<file path="config.mk">
export PLATFORM = sky130hd
export DESIGN_NAME = nbsp_top
export DESIGN_NICKNAME = d
export VERILOG_FILES = /design/src/nbsp_pkg.sv /design/src/nbsp_tick.sv /design/src/nbsp_top.sv
export SDC_FILE = /design/constraint.sdc
export NUM_CORES = 1
export LEC_CHECK = 0
export ABC_AREA = 1
export ABC_CLOCK_PERIOD_IN_PS = 4100
export BUFFER_PORTS_ARGS = -buffer_cell sky130_fd_sc_hd__buf_4
export CORE_MARGIN = 4
export CORE_UTILIZATION = 45
export CTS_CLUSTER_SIZE = 16
export DETAILED_ROUTE_END_ITERATION = 12
export PLACE_DENSITY = 0.67
export SLEW_MARGIN = 20
export SYNTH_ARGS = -nofsm -noshare
export SYNTH_HDL_FRONTEND = slang
export SYNTH_SLANG_ARGS = --single-unit
</file>
<file path="constraint.sdc">
create_clock -name pclk -period 4.1 [get_ports pclk]
set_input_delay 0.205 -clock pclk [delete_from_list [all_inputs] [get_ports pclk]]
set_output_delay 0.205 -clock pclk [all_outputs]
set_load 0.01 [all_outputs]
</file>
<file path="src/nbsp_pkg.sv">
/*
 Package for the nine-bit asynchronous serial port: register offsets,
 control bit positions, reset values, timing constants and shared types.
 Assumes a 250 MHz APB clock and 32-bit APB data.
*/
package nbsp_pkg;
	// Register byte offsets
	localparam logic [11:0] NBSP_CTRL_OFS = 12'h000;
	localparam logic [11:0] NBSP_BUF_OFS = 12'h004;
	localparam logic [11:0] NBSP_BAUD_OFS = 12'h008;
	localparam logic [11:0] NBSP_MASK_OFS = 12'h00c;
	// Control register bit positions
	localparam int NBSP_RXDONE_BIT = 0;
	localparam int NBSP_TXDONE_BIT = 1;
	localparam int NBSP_RB8_BIT = 2;
	localparam int NBSP_TB8_BIT = 3;
	localparam int NBSP_REN_BIT = 4;
	localparam int NBSP_MCE_BIT = 5;
	// Reset values
	localparam logic [15:0] NBSP_BAUD_RST = 16'h0869;
	localparam logic [1:0] NBSP_MASK_RST = 2'h0;
	// Frame layout: start, 8 data, ninth, stop
	localparam logic [3:0] NBSP_FRAME_BITS = 4'hb;
	localparam logic [3:0] NBSP_NINTH_IDX = 4'h9;
	localparam logic [3:0] NBSP_STOP_IDX = 4'ha;
	localparam logic [3:0] NBSP_DATA_BITS = 4'h8;
	// Oversampling of each bit period for receive mid-bit sampling
	localparam logic [3:0] NBSP_OVS = 4'hf;
	localparam logic [3:0] NBSP_OVS_MID = 4'h7;

	// Control word seen by the shared core
	typedef struct packed {
		logic mce;
		logic ren;
		logic tb8;
	} nbsp_ctrl_type;

	typedef enum logic [1:0] {
		NBSP_RX_IDLE,
		NBSP_RX_START,
		NBSP_RX_BITS
	} nbsp_rxst_type;
endpackage

</file>
<file path="src/nbsp_tick.sv">
/*
 Bit-rate tick generator for the serial port.
 Assumes one clock; the divisor comes from a software register.
*/
`timescale 1ns/1ns
module nbsp_tick import nbsp_pkg::*; (
	input wire logic pclk, // Clock
	input wire logic presetn, // Async reset, active low
	input wire logic [15:0] div, // Cycles per oversample tick minus one
	output logic tick // One-cycle oversample enable
);
	typedef struct packed {
		logic [15:0] cnt;
		logic tick;
	} nbsp_tk_type;
	nbsp_tk_type s_r, s_nxt;

	// Free-running down counter; a new divisor takes effect at reload
	always_comb begin
		s_nxt = s_r;
		s_nxt.tick = 1'b0;
		if (s_r.cnt == 16'h0000) begin
			s_nxt.cnt = div;
			s_nxt.tick = 1'b1;
		end else begin
			s_nxt.cnt = s_r.cnt - 16'h0001;
		end
	end

	always_ff @(posedge pclk or negedge presetn) begin
		if (!presetn)
			s_r <= '0;
		else
			s_r <= s_nxt;
	end

	assign tick = s_r.tick;
endmodule

</file>
<file path="src/nbsp_top.sv">
/*
 Nine-bit asynchronous serial port with an APB register slave.
 Holds the transmit and receive engines, the control register, the
 receive buffer and the interrupt mask. Assumes an APB master on pclk,
 and an asynchronous receive line synchronised here.
*/
// What this block does
// - Frame is start, eight data bits LSB first, ninth bit, stop: eleven bits.
// - Sent ninth bit equals software ninth_tx_bit at control bit 3.
// - Received ninth bit goes to ninth_rx_bit, bit 2; stop bit unchecked.
// - Writing serial_buffer while idle starts a transmit frame by itself; a write during a frame is ignored.
// - tx_done_flag, bit 1, sets when stop bit starts, after ninth bit.
// - Receiver accepts frames only while rx_enable_bit, bit 4, is set.
// - Accept only if rx_done_flag clear and, with address check, ninth bit one.
// - Without address check the received ninth bit does not matter.
// - Accepted frame loads buffer and ninth_rx_bit and sets rx_done_flag in the same cycle.
// - Rejected frame leaves buffer, ninth_rx_bit and rx_done_flag unchanged.
// - Interrupt raised, when enabled, while either done flag is one.
`timescale 1ns/1ns
module nbsp_top import nbsp_pkg::*; (
	input wire logic pclk, // APB clock, 250 MHz
	input wire logic presetn, // Async reset, active low
	input wire logic psel, // APB select
	input wire logic penable, // APB access phase
	input wire logic pwrite, // APB write
	input wire logic [11:0] paddr, // APB byte address
	input wire logic [31:0] pwdata, // APB write data
	output logic [31:0] prdata, // APB read data
	output logic pready, // APB ready
	output logic pslverr, // APB error on unmapped address
	input wire logic rx_pin, // Receive line, asynchronous
	output logic tx_pin, // Transmit line
	output logic irq // Serial port interrupt, level
);
	typedef struct packed {
		logic [31:0] prdata;
		logic pready;
		logic pslverr;
		logic rx_s1;
		logic rx_s2;
		logic rx_prev;
		// Control and status
		logic mce;
		logic ren;
		logic tb8;
		logic rb8;
		logic tx_done;
		logic rx_done;
		logic [1:0] mask;
		logic [15:0] baud;
		logic [7:0] rx_buf;
		// Transmitter
		logic tx_busy;
		logic [10:0] tx_sh;
		logic [3:0] tx_idx;
		logic [3:0] tx_ovs;
		logic tx_line;
		// Receiver
		nbsp_rxst_type rx_st;
		logic [8:0] rx_sh;
		logic [3:0] rx_idx;
		logic [3:0] rx_ovs;
		logic irq;
	} nbsp_st_type;
	nbsp_st_type s_r, s_nxt;

	logic tick;
	logic setup_ph;
	logic acc_ph;
	logic wr_ctrl;
	logic wr_buf;
	logic wr_baud;
	logic wr_mask;
	logic set_tx_done;
	logic set_rx_done;
	logic rx_accept;
	logic rx_sample;

	// True for a mapped register offset
	function automatic logic nbsp_mapped(input logic [11:0] a);
		nbsp_mapped = (a == NBSP_CTRL_OFS) || (a == NBSP_BUF_OFS) ||
			(a == NBSP_BAUD_OFS) || (a == NBSP_MASK_OFS);
	endfunction

	// Read mux: control bits, receive buffer, divisor, mask
	function automatic logic [31:0] nbsp_rd(input nbsp_st_type s, input logic [11:0] a);
		logic [31:0] v;
		v = 32'h0000_0000;
		case (a)
			NBSP_CTRL_OFS: begin
				v[NBSP_RXDONE_BIT] = s.rx_done;
				v[NBSP_TXDONE_BIT] = s.tx_done;
				v[NBSP_RB8_BIT] = s.rb8;
				v[NBSP_TB8_BIT] = s.tb8;
				v[NBSP_REN_BIT] = s.ren;
				v[NBSP_MCE_BIT] = s.mce;
			end
			NBSP_BUF_OFS: v[7:0] = s.rx_buf;
			NBSP_BAUD_OFS: v[15:0] = s.baud;
			NBSP_MASK_OFS: v[1:0] = s.mask;
			default: v = 32'h0000_0000;
		endcase
		nbsp_rd = v;
	endfunction

	nbsp_tick u_tick (
		.pclk(pclk),
		.presetn(presetn),
		.div(s_r.baud),
		.tick(tick)
	);

	// APB decode: one wait state, so pready comes in the second access cycle
	assign setup_ph = psel && penable && !s_r.pready;
	assign acc_ph = psel && penable && s_r.pready;
	assign wr_ctrl = acc_ph && pwrite && (paddr == NBSP_CTRL_OFS);
	assign wr_buf = acc_ph && pwrite && (paddr == NBSP_BUF_OFS);
	assign wr_baud = acc_ph && pwrite && (paddr == NBSP_BAUD_OFS);
	assign wr_mask = acc_ph && pwrite && (paddr == NBSP_MASK_OFS);

	// Receive verdict at the stop-bit sample point
	assign rx_sample = tick && (s_r.rx_ovs == NBSP_OVS_MID);
	assign set_tx_done = s_r.tx_busy && tick && (s_r.tx_ovs == NBSP_OVS) &&
		(s_r.tx_idx == NBSP_NINTH_IDX);
	assign rx_accept = (s_r.rx_st == NBSP_RX_BITS) && rx_sample && (s_r.rx_idx == NBSP_STOP_IDX) &&
		!s_r.rx_done && (!s_r.mce || s_r.rx_sh[8]);
	assign set_rx_done = rx_accept;

	always_comb begin
		s_nxt = s_r;
		// Two-flop synchroniser, edge detect on the second stage only
		s_nxt.rx_s1 = rx_pin;
		s_nxt.rx_s2 = s_r.rx_s1;
		s_nxt.rx_prev = s_r.rx_s2;

		// Bus answer
		s_nxt.pready = setup_ph;
		s_nxt.pslverr = setup_ph && !nbsp_mapped(paddr);
		s_nxt.prdata = (setup_ph && !pwrite) ? nbsp_rd(s_r, paddr) : 32'h0000_0000;

		// Software writes to control; done flags only cleared by writing zero
		if (wr_ctrl) begin
			s_nxt.mce = pwdata[NBSP_MCE_BIT];
			s_nxt.ren = pwdata[NBSP_REN_BIT];
			s_nxt.tb8 = pwdata[NBSP_TB8_BIT];
			s_nxt.rb8 = pwdata[NBSP_RB8_BIT];
			s_nxt.tx_done = pwdata[NBSP_TXDONE_BIT] & s_r.tx_done;
			s_nxt.rx_done = pwdata[NBSP_RXDONE_BIT] & s_r.rx_done;
		end
		if (wr_baud)
			s_nxt.baud = pwdata[15:0];
		if (wr_mask)
			s_nxt.mask = pwdata[1:0];

		// Transmit: a buffer write loads the whole frame, idle line is high
		if (wr_buf && !s_r.tx_busy) begin
			s_nxt.tx_busy = 1'b1;
			s_nxt.tx_sh = {1'b1, s_r.tb8, pwdata[7:0], 1'b0};
			s_nxt.tx_idx = 4'h0;
			s_nxt.tx_ovs = 4'h0;
		end else if (s_r.tx_busy && tick) begin
			s_nxt.tx_ovs = s_r.tx_ovs + 4'h1;
			if (s_r.tx_ovs == NBSP_OVS) begin
				s_nxt.tx_sh = {1'b1, s_r.tx_sh[10:1]};
				s_nxt.tx_idx = s_r.tx_idx + 4'h1;
				if (s_r.tx_idx == NBSP_STOP_IDX)
					s_nxt.tx_busy = 1'b0;
			end
		end
		s_nxt.tx_line = s_nxt.tx_busy ? s_nxt.tx_sh[0] : 1'b1;

		// Receive engine
		case (s_r.rx_st)
			NBSP_RX_IDLE: begin
				if (s_r.ren && s_r.rx_prev && !s_r.rx_s2) begin
					s_nxt.rx_st = NBSP_RX_START;
					s_nxt.rx_ovs = 4'h0;
				end
			end
			NBSP_RX_START: begin
				if (tick) begin
					s_nxt.rx_ovs = s_r.rx_ovs + 4'h1;
					if (rx_sample) begin
						// A start bit gone high by mid-bit was a glitch
						if (s_r.rx_s2)
							s_nxt.rx_st = NBSP_RX_IDLE;
						else begin
							s_nxt.rx_st = NBSP_RX_BITS;
							s_nxt.rx_idx = 4'h1;
						end
					end
				end
			end
			NBSP_RX_BITS: begin
				if (tick) begin
					s_nxt.rx_ovs = s_r.rx_ovs + 4'h1;
					if (rx_sample) begin
						if (s_r.rx_idx == NBSP_STOP_IDX) begin
							// Stop level is not checked
							s_nxt.rx_st = NBSP_RX_IDLE;
						end else begin
							s_nxt.rx_sh = {s_r.rx_s2, s_r.rx_sh[8:1]};
							s_nxt.rx_idx = s_r.rx_idx + 4'h1;
						end
					end
				end
			end
			default: s_nxt.rx_st = NBSP_RX_IDLE;
		endcase
		// Clearing receive enable drops a frame in flight
		if (!s_r.ren)
			s_nxt.rx_st = NBSP_RX_IDLE;

		// Accepted frame loads data; rejected frames touch nothing
		if (rx_accept) begin
			s_nxt.rx_buf = s_r.rx_sh[7:0];
			s_nxt.rb8 = s_r.rx_sh[8];
		end
		// Set wins over a software clear in the same cycle
		if (set_tx_done)
			s_nxt.tx_done = 1'b1;
		if (set_rx_done)
			s_nxt.rx_done = 1'b1;

		// Mask bit 0 gates receive done, bit 1 transmit done
		s_nxt.irq = (s_nxt.rx_done && s_nxt.mask[0]) || (s_nxt.tx_done && s_nxt.mask[1]);
	end

	always_ff @(posedge pclk or negedge presetn) begin
		if (!presetn) begin
			s_r <= '0;
			s_r.rx_s1 <= 1'b1;
			s_r.rx_s2 <= 1'b1;
			s_r.rx_prev <= 1'b1;
			s_r.tx_line <= 1'b1;
			s_r.baud <= NBSP_BAUD_RST;
			s_r.mask <= NBSP_MASK_RST;
			s_r.tx_sh <= 11'h7ff;
			s_r.rx_st <= NBSP_RX_IDLE;
		end else begin
			s_r <= s_nxt;
		end
	end

	assign prdata = s_r.prdata;
	assign pready = s_r.pready;
	assign pslverr = s_r.pslverr;
	assign tx_pin = s_r.tx_line;
	assign irq = s_r.irq;
endmodule

</file>
# After elaboration in Yosys (flattened, before gate mapping)
# Cells that the tools add are included.
# totals
reg_bits	111
inputBits	50
output_inout_bits	36
word_cells	140
# classes
n_eq_ne	23
n_addsub	5
reduce_logical	48
mux	33
n_bitwise	3
# op_table
cell	n
two-way mux 16 bit	3
two-way mux 20 bit	2
== test 12 x 4 -> 1 bit, second input constant	2
case mux 4 bit (3 select lines)	2
logical AND 1 bit	23
two-way mux 19 bit	1
adder 4 x 1 -> 4 bit, second input constant	4
== test 4 bit, second input constant	4
zero test 16 bit	1
two-way mux 8 bit	2
subtractor 16 x 1 -> 16 bit, second input constant	1
two-way mux 15 bit	1
two-way mux 2 bit	7
two-way mux 13 bit	1
== test 12 x 3 -> 1 bit, second input constant	1
zero test 12 bit	1
two-way mux 4 bit	3
!= test 2 bit, second input constant	5
!= test 3 x 2 -> 1 bit, second input constant	3
!= test 3 bit, second input constant	3
case mux 2 bit (4 select lines)	1
case mux 4 bit (2 select lines)	1
AND reduction 4 bit	2
nonzero test 2 bit	4
other kinds (17)	34

# Depth between registers and ports, before layout
# logic_depth
depth_word	9
mapped_depth	10
mapped_depth_nobuf	9

# Hierarchy
# A second synthesis with hierarchy kept.
# unflattened
cells_unflattened	682
area_unflattened_um2	5783.0
# modules_own_cells
mod	area_each_um2	cells_per_inst	n_inst	seq_area_each_um2
nbsp_top	4699.5	528	1	2377.3
nbsp_tick	1083.5	154	1	425.4

# Worst setup path before layout
# No wires, ideal clock.
# synth_timing
path_type	reg2reg
start	register s_r[18] (netlist bit)
end	register s_r[5] (netlist bit)
slack_ps	2560
stages_incl_launch_ff	11
setup_ps	83
arrival_time_ps	1458
path_buffers	1
path_cell_list	dfrtp_1 -> inv_1 -> ha_1 -> clkbuf_2 -> nor2_1 -> inv_1 -> nand2_1 -> nand4_1 -> inv_1 -> nand3_1 -> o21ai_0
# synth_between
elab_chain_len	3
# synth_rtl
element	line_no	rtl
start: declaration	nbsp_top.sv:65	nbsp_st_type s_r, s_nxt;
start signal: assignment	nbsp_top.sv:241	s_r <= s_nxt;
== test 2 x 1 -> 1 bit / == test 2 bit (equally long branches)	nbsp_top.sv:173	case (s_r.rx_st)
!= test 2 x 1 -> 1 bit (no source line), or another cell as far along	--	
AND reduction 7 bit (no source line)	--	
# Parallel ways exist; a longest one is shown, timed or not.
# A chain may end at the register's enable or synchronous reset.

# Worst setup path after layout
# layout_timing
start	input port paddr[7]
end	register s_r[63] (netlist bit)
# layout_between
elab_chain_len	2
# layout_rtl
element	line_no	rtl
start: declaration	nbsp_top.sv:26	input wire logic [11:0] paddr,
== test 12 x 4 -> 1 bit	nbsp_top.sv:118	assign wr_baud = acc_ph && pwrite && (paddr == NBSP_BAUD_OFS);
logical AND 1 bit	nbsp_top.sv:118	
# No other way between the ends.

==> impl_metrics.yaml <==
timing:
  setup_viol: 0
  fin_crit_sh_pct: 45.61
  rsz0062_at_grt: "false"
  hold_ws_ns: -0.02663
  setup_ws_ns: 2.230
  fin_worst_skew_ns: 0.008577
  hold_viol: 12
  finalMaxSlewViolations: 0
  min_period_ns: 1.870
  tns_ns: 0
  slew_headroom_pct: 38.36
  tightest_slew_ns: 0.9246
  fmax_ghz: 0.5348
logic_synthesis:
  ys_seq_area_share_pct: 49.33
  synth_cell_types: 36
  syn_avg_cell_area_um2: 8.635
  syn_inst: 658
  ys_ff_latch: 111
  synthesis.area_um2: 5682
  yosys_warnings: 0
setup_path:
  rrSetupSlack_ns: 2.27
  crit_path_end_kind: "register"
  cp.required_ns: 4.37
  criticalPathCategory: "in -> reg"
  r2r_cells: 7
  start_kind: "input pin"
  path_max_fanout: 32
  r2r-start: "u_tick.s_r[1]"
  timing.rr.end: "u_tick.s_r[15]"
  cp_data_arrival_time_ns: 2.14
placed_design:
  dpl.hpwl_um: 8305
  gp_congestion: 0.8957
  dp_slack_ns: 1.865
  numPortBuffers: 53
run_status:
  status: "finished, violations left"
  violations: "negative hold slack"
route:
  ant_nets: 0
  drcViolationCount: 0
  viasPerCell: 4.843
  drt-initial-drc-count: 306
  wire_per_inst_um: 13.06
  vias: 4184
  routed_wl_um: 11280
  drt_pass1_iterations: 4
clock_network:
  numCtsBuffers: 9
  clk_pin_slew_ns: 0.07
  ctsResizeCount: 0
  postCtsSetupBuffers: 0
  cts_tree: "yes"
  cts_sinks: 111
  htree_levels: 3
  cts_buffer_depth: 2
  cts_root_buf: "clkbuf_16"
  clk_latency_ns: 0.34
global_routing:
  grtUsageTotal_pct: 16.75
  grt_pass1_vias: 4212
  grt.overflow.total: 0
  grt_pass1_wl_um: 19750
  antenna_found_initial: 0
  grt_max_degree: 74
floorplan:
  core_um2: 12160
  start_util_pct: 46.72
  rows: 40
  ios: 86
  dieArea_um2: 14490
  fp.dieH_um: 120.4
  die_w_um: 120.4
power:
  peakVddDrop_v: 0.0002073
  pwr-share-clk_pct: 37.2
  powerDensity_nw_per_um2: 347.8
  power.leakage_nw: 3.019
  p_seq_share_pct: 52.1
  switching_share_pct: 25.10
  p_int_w: 0.001631
  pwr-share-comb_pct: 10.7
  p_switching_w: 0.0005465
finish:
  area_growth_pct: 10.17
  diodes: 0
  layout-drive-gt1-share_pct: 17.24
  final_nets: 755
run:
  maxCapViolations: 0
min_path:
  hold_path_class: "in -> async"
-- synthesized netlist by cell type --
cell      instances  area (um^2)
nand2_1         154        578.1
dfrtp_1          91         2277
inv_1            73        274.0
nor2_1           57        214.0
nand3_1          47        235.2
buf_4            36        270.3
o21ai_0          30        150.1
o21ai_1          24        120.1
dfstp_2          20        525.5
nor3_1           17        85.08
ha_1             14        175.2
xor2_1           13        113.9
nand4_1          10        62.56
o21ai_2          10        87.58
a21oi_1           9        45.04
nor2_4            8        90.09
buf_6             6        67.56
inv_2             6        22.52
xnor2_1           6        52.55
nand3b_1          3        22.52
nand4_4           3        63.81
nor2_2            3        18.77
clkbuf_1          2        7.510
clkbuf_2          2        10.01
nand3_2           2        20.02
o22ai_1           2        12.51
a22oi_1           1        7.510
buf_2             1        5.000
buf_8             1        15.01
clkinv_1          1        3.750
conb_1            1        3.750
nand2_2           1        6.260
nand3_4           1        17.52
nor4_1            1        6.260
o21a_1            1        7.510
o31ai_1           1        7.510
-- final cells by class --
cell class / instances / area (um^2)
tap: 168 / 210.2
fill: 1118 / 5902
clock inverter: 2 / 17.52
timing repair buffer: 55 / 415.4
multi-input combinational: 434 / 2260
clock buffer: 14 / 254.0
sequential: 111 / 2803
inverter: 80 / 300.3
-- state kept, by name, indices dropped and copies added, names as in the netlist --
signal and flops:
tx_pin 1, s_r 72, u_tick.s_r 16, prdata 16, irq 1, pslverr 1, s_nxt 2, u_tick.tick 1
pready 1
-- cell usage in the layout, fill, tap and decap left out, types with 4 or more instances in the layout --
master,n
a21oi_1,9
buf_4,54
clkbuf_1,4
clkbuf_16,9
conb_1,16
dfrtp_1,91
dfstp_2,20
ha_1,14
inv_1,73
inv_2,6
nand2_1,154
nand3_1,47
nand4_1,10
nor2_1,57
nor2_4,8
nor3_1,17
o21ai_0,30
o21ai_1,24
o21ai_2,10
xnor2_1,6
xor2_1,13
-- power by group through the flow --
stage | Combinational (W) | Clock (W) | Sequential [W]
2_1_floorplan | 0.000157 | 0 | 0.00115
3_3_place_gp | 0.000225 | 0 | 0.00115
3_5_place_dp | 0.000231 | 0 | 0.00116
4_1_cts | 0.000233 | 0.000840 | 0.00113
5_1_grt | 0.000271 | 0.000890 | 0.00114
6_report | 0.000232 | 0.000811 | 0.00113
-- worst max path at each step --
stage,slack [ns],cells past startpoint,start,endpoint
3_3_place_gp,1.95,8,paddr[11],s_r[58]
5_1_grt,1.96,8,paddr[7],s_r[59]
6_report,2.23,8,paddr[7],s_r[63]
3_5_place_dp,1.87,8,paddr[7],s_r[63]
4_1_cts,2.23,8,paddr[7],s_r[63]
2_1_floorplan,2.56,10,s_r[18],s_r[5]
-- logic make-up (layout without fill, tap and decap cells) --
| family | after synthesis | in the layout | synth area share, % |
|---|---|---|---|
| buffers and inverters | 128 | 151 | 11.89 |
| other | 1 | 16 | 0.06600 |
| AO/OA/AOI/OAI | 78 | 78 | 7.708 |
| adder cells (fa/ha/maj) | 14 | 14 | 3.083 |
| AND/OR/NAND/NOR | 307 | 307 | 24.99 |
| XOR/XNOR | 19 | 19 | 2.929 |
| flip-flops | 111 | 111 | 49.33 |
-- layer usage --
metal / global-route usage [%] / vias to the layer above / wire length [um] / part of all wire (%)
li1: - / 2113 / - / -
met3: 4.490 / 8 / 476 / 4.2
met4: 4.603 / 0 / 91 / 0.81
met5: 0 / - / 0 / 0
met1: 22.30 / 1995 / 5103 / 45
met2: 27.10 / 68 / 5611 / 50
-- worst max-delay path, stage by stage --
cell and delay [ns]:
buf_4 0.11, nor2_1 0.11, nand2_1 0.13, nor2_4 0.43
nand3_4 0.31, nor2_4 0.59, nand2_1 0.13, o21ai_1 0.12
-- repair_timing --
item                                   4_1_cts  5_1_grt
endpoints found under the hold margin        1        0
hold buffers                                 1        0
setup endpoints to repair                    0        0
-- metrics by stage --
step,power [W],util [%],cell area (um^2),instances
detailed placement,0.001386,49.16,5978,847
floorplan,0.001309,-,5738,673
CTS,0.002208,51.47,6260,864
global placement,0.001379,49.16,5978,847
finish,0.002177,51.47,6260,864
global route,0.002300,51.47,6260,864
(Power assumes the default switching activity.)
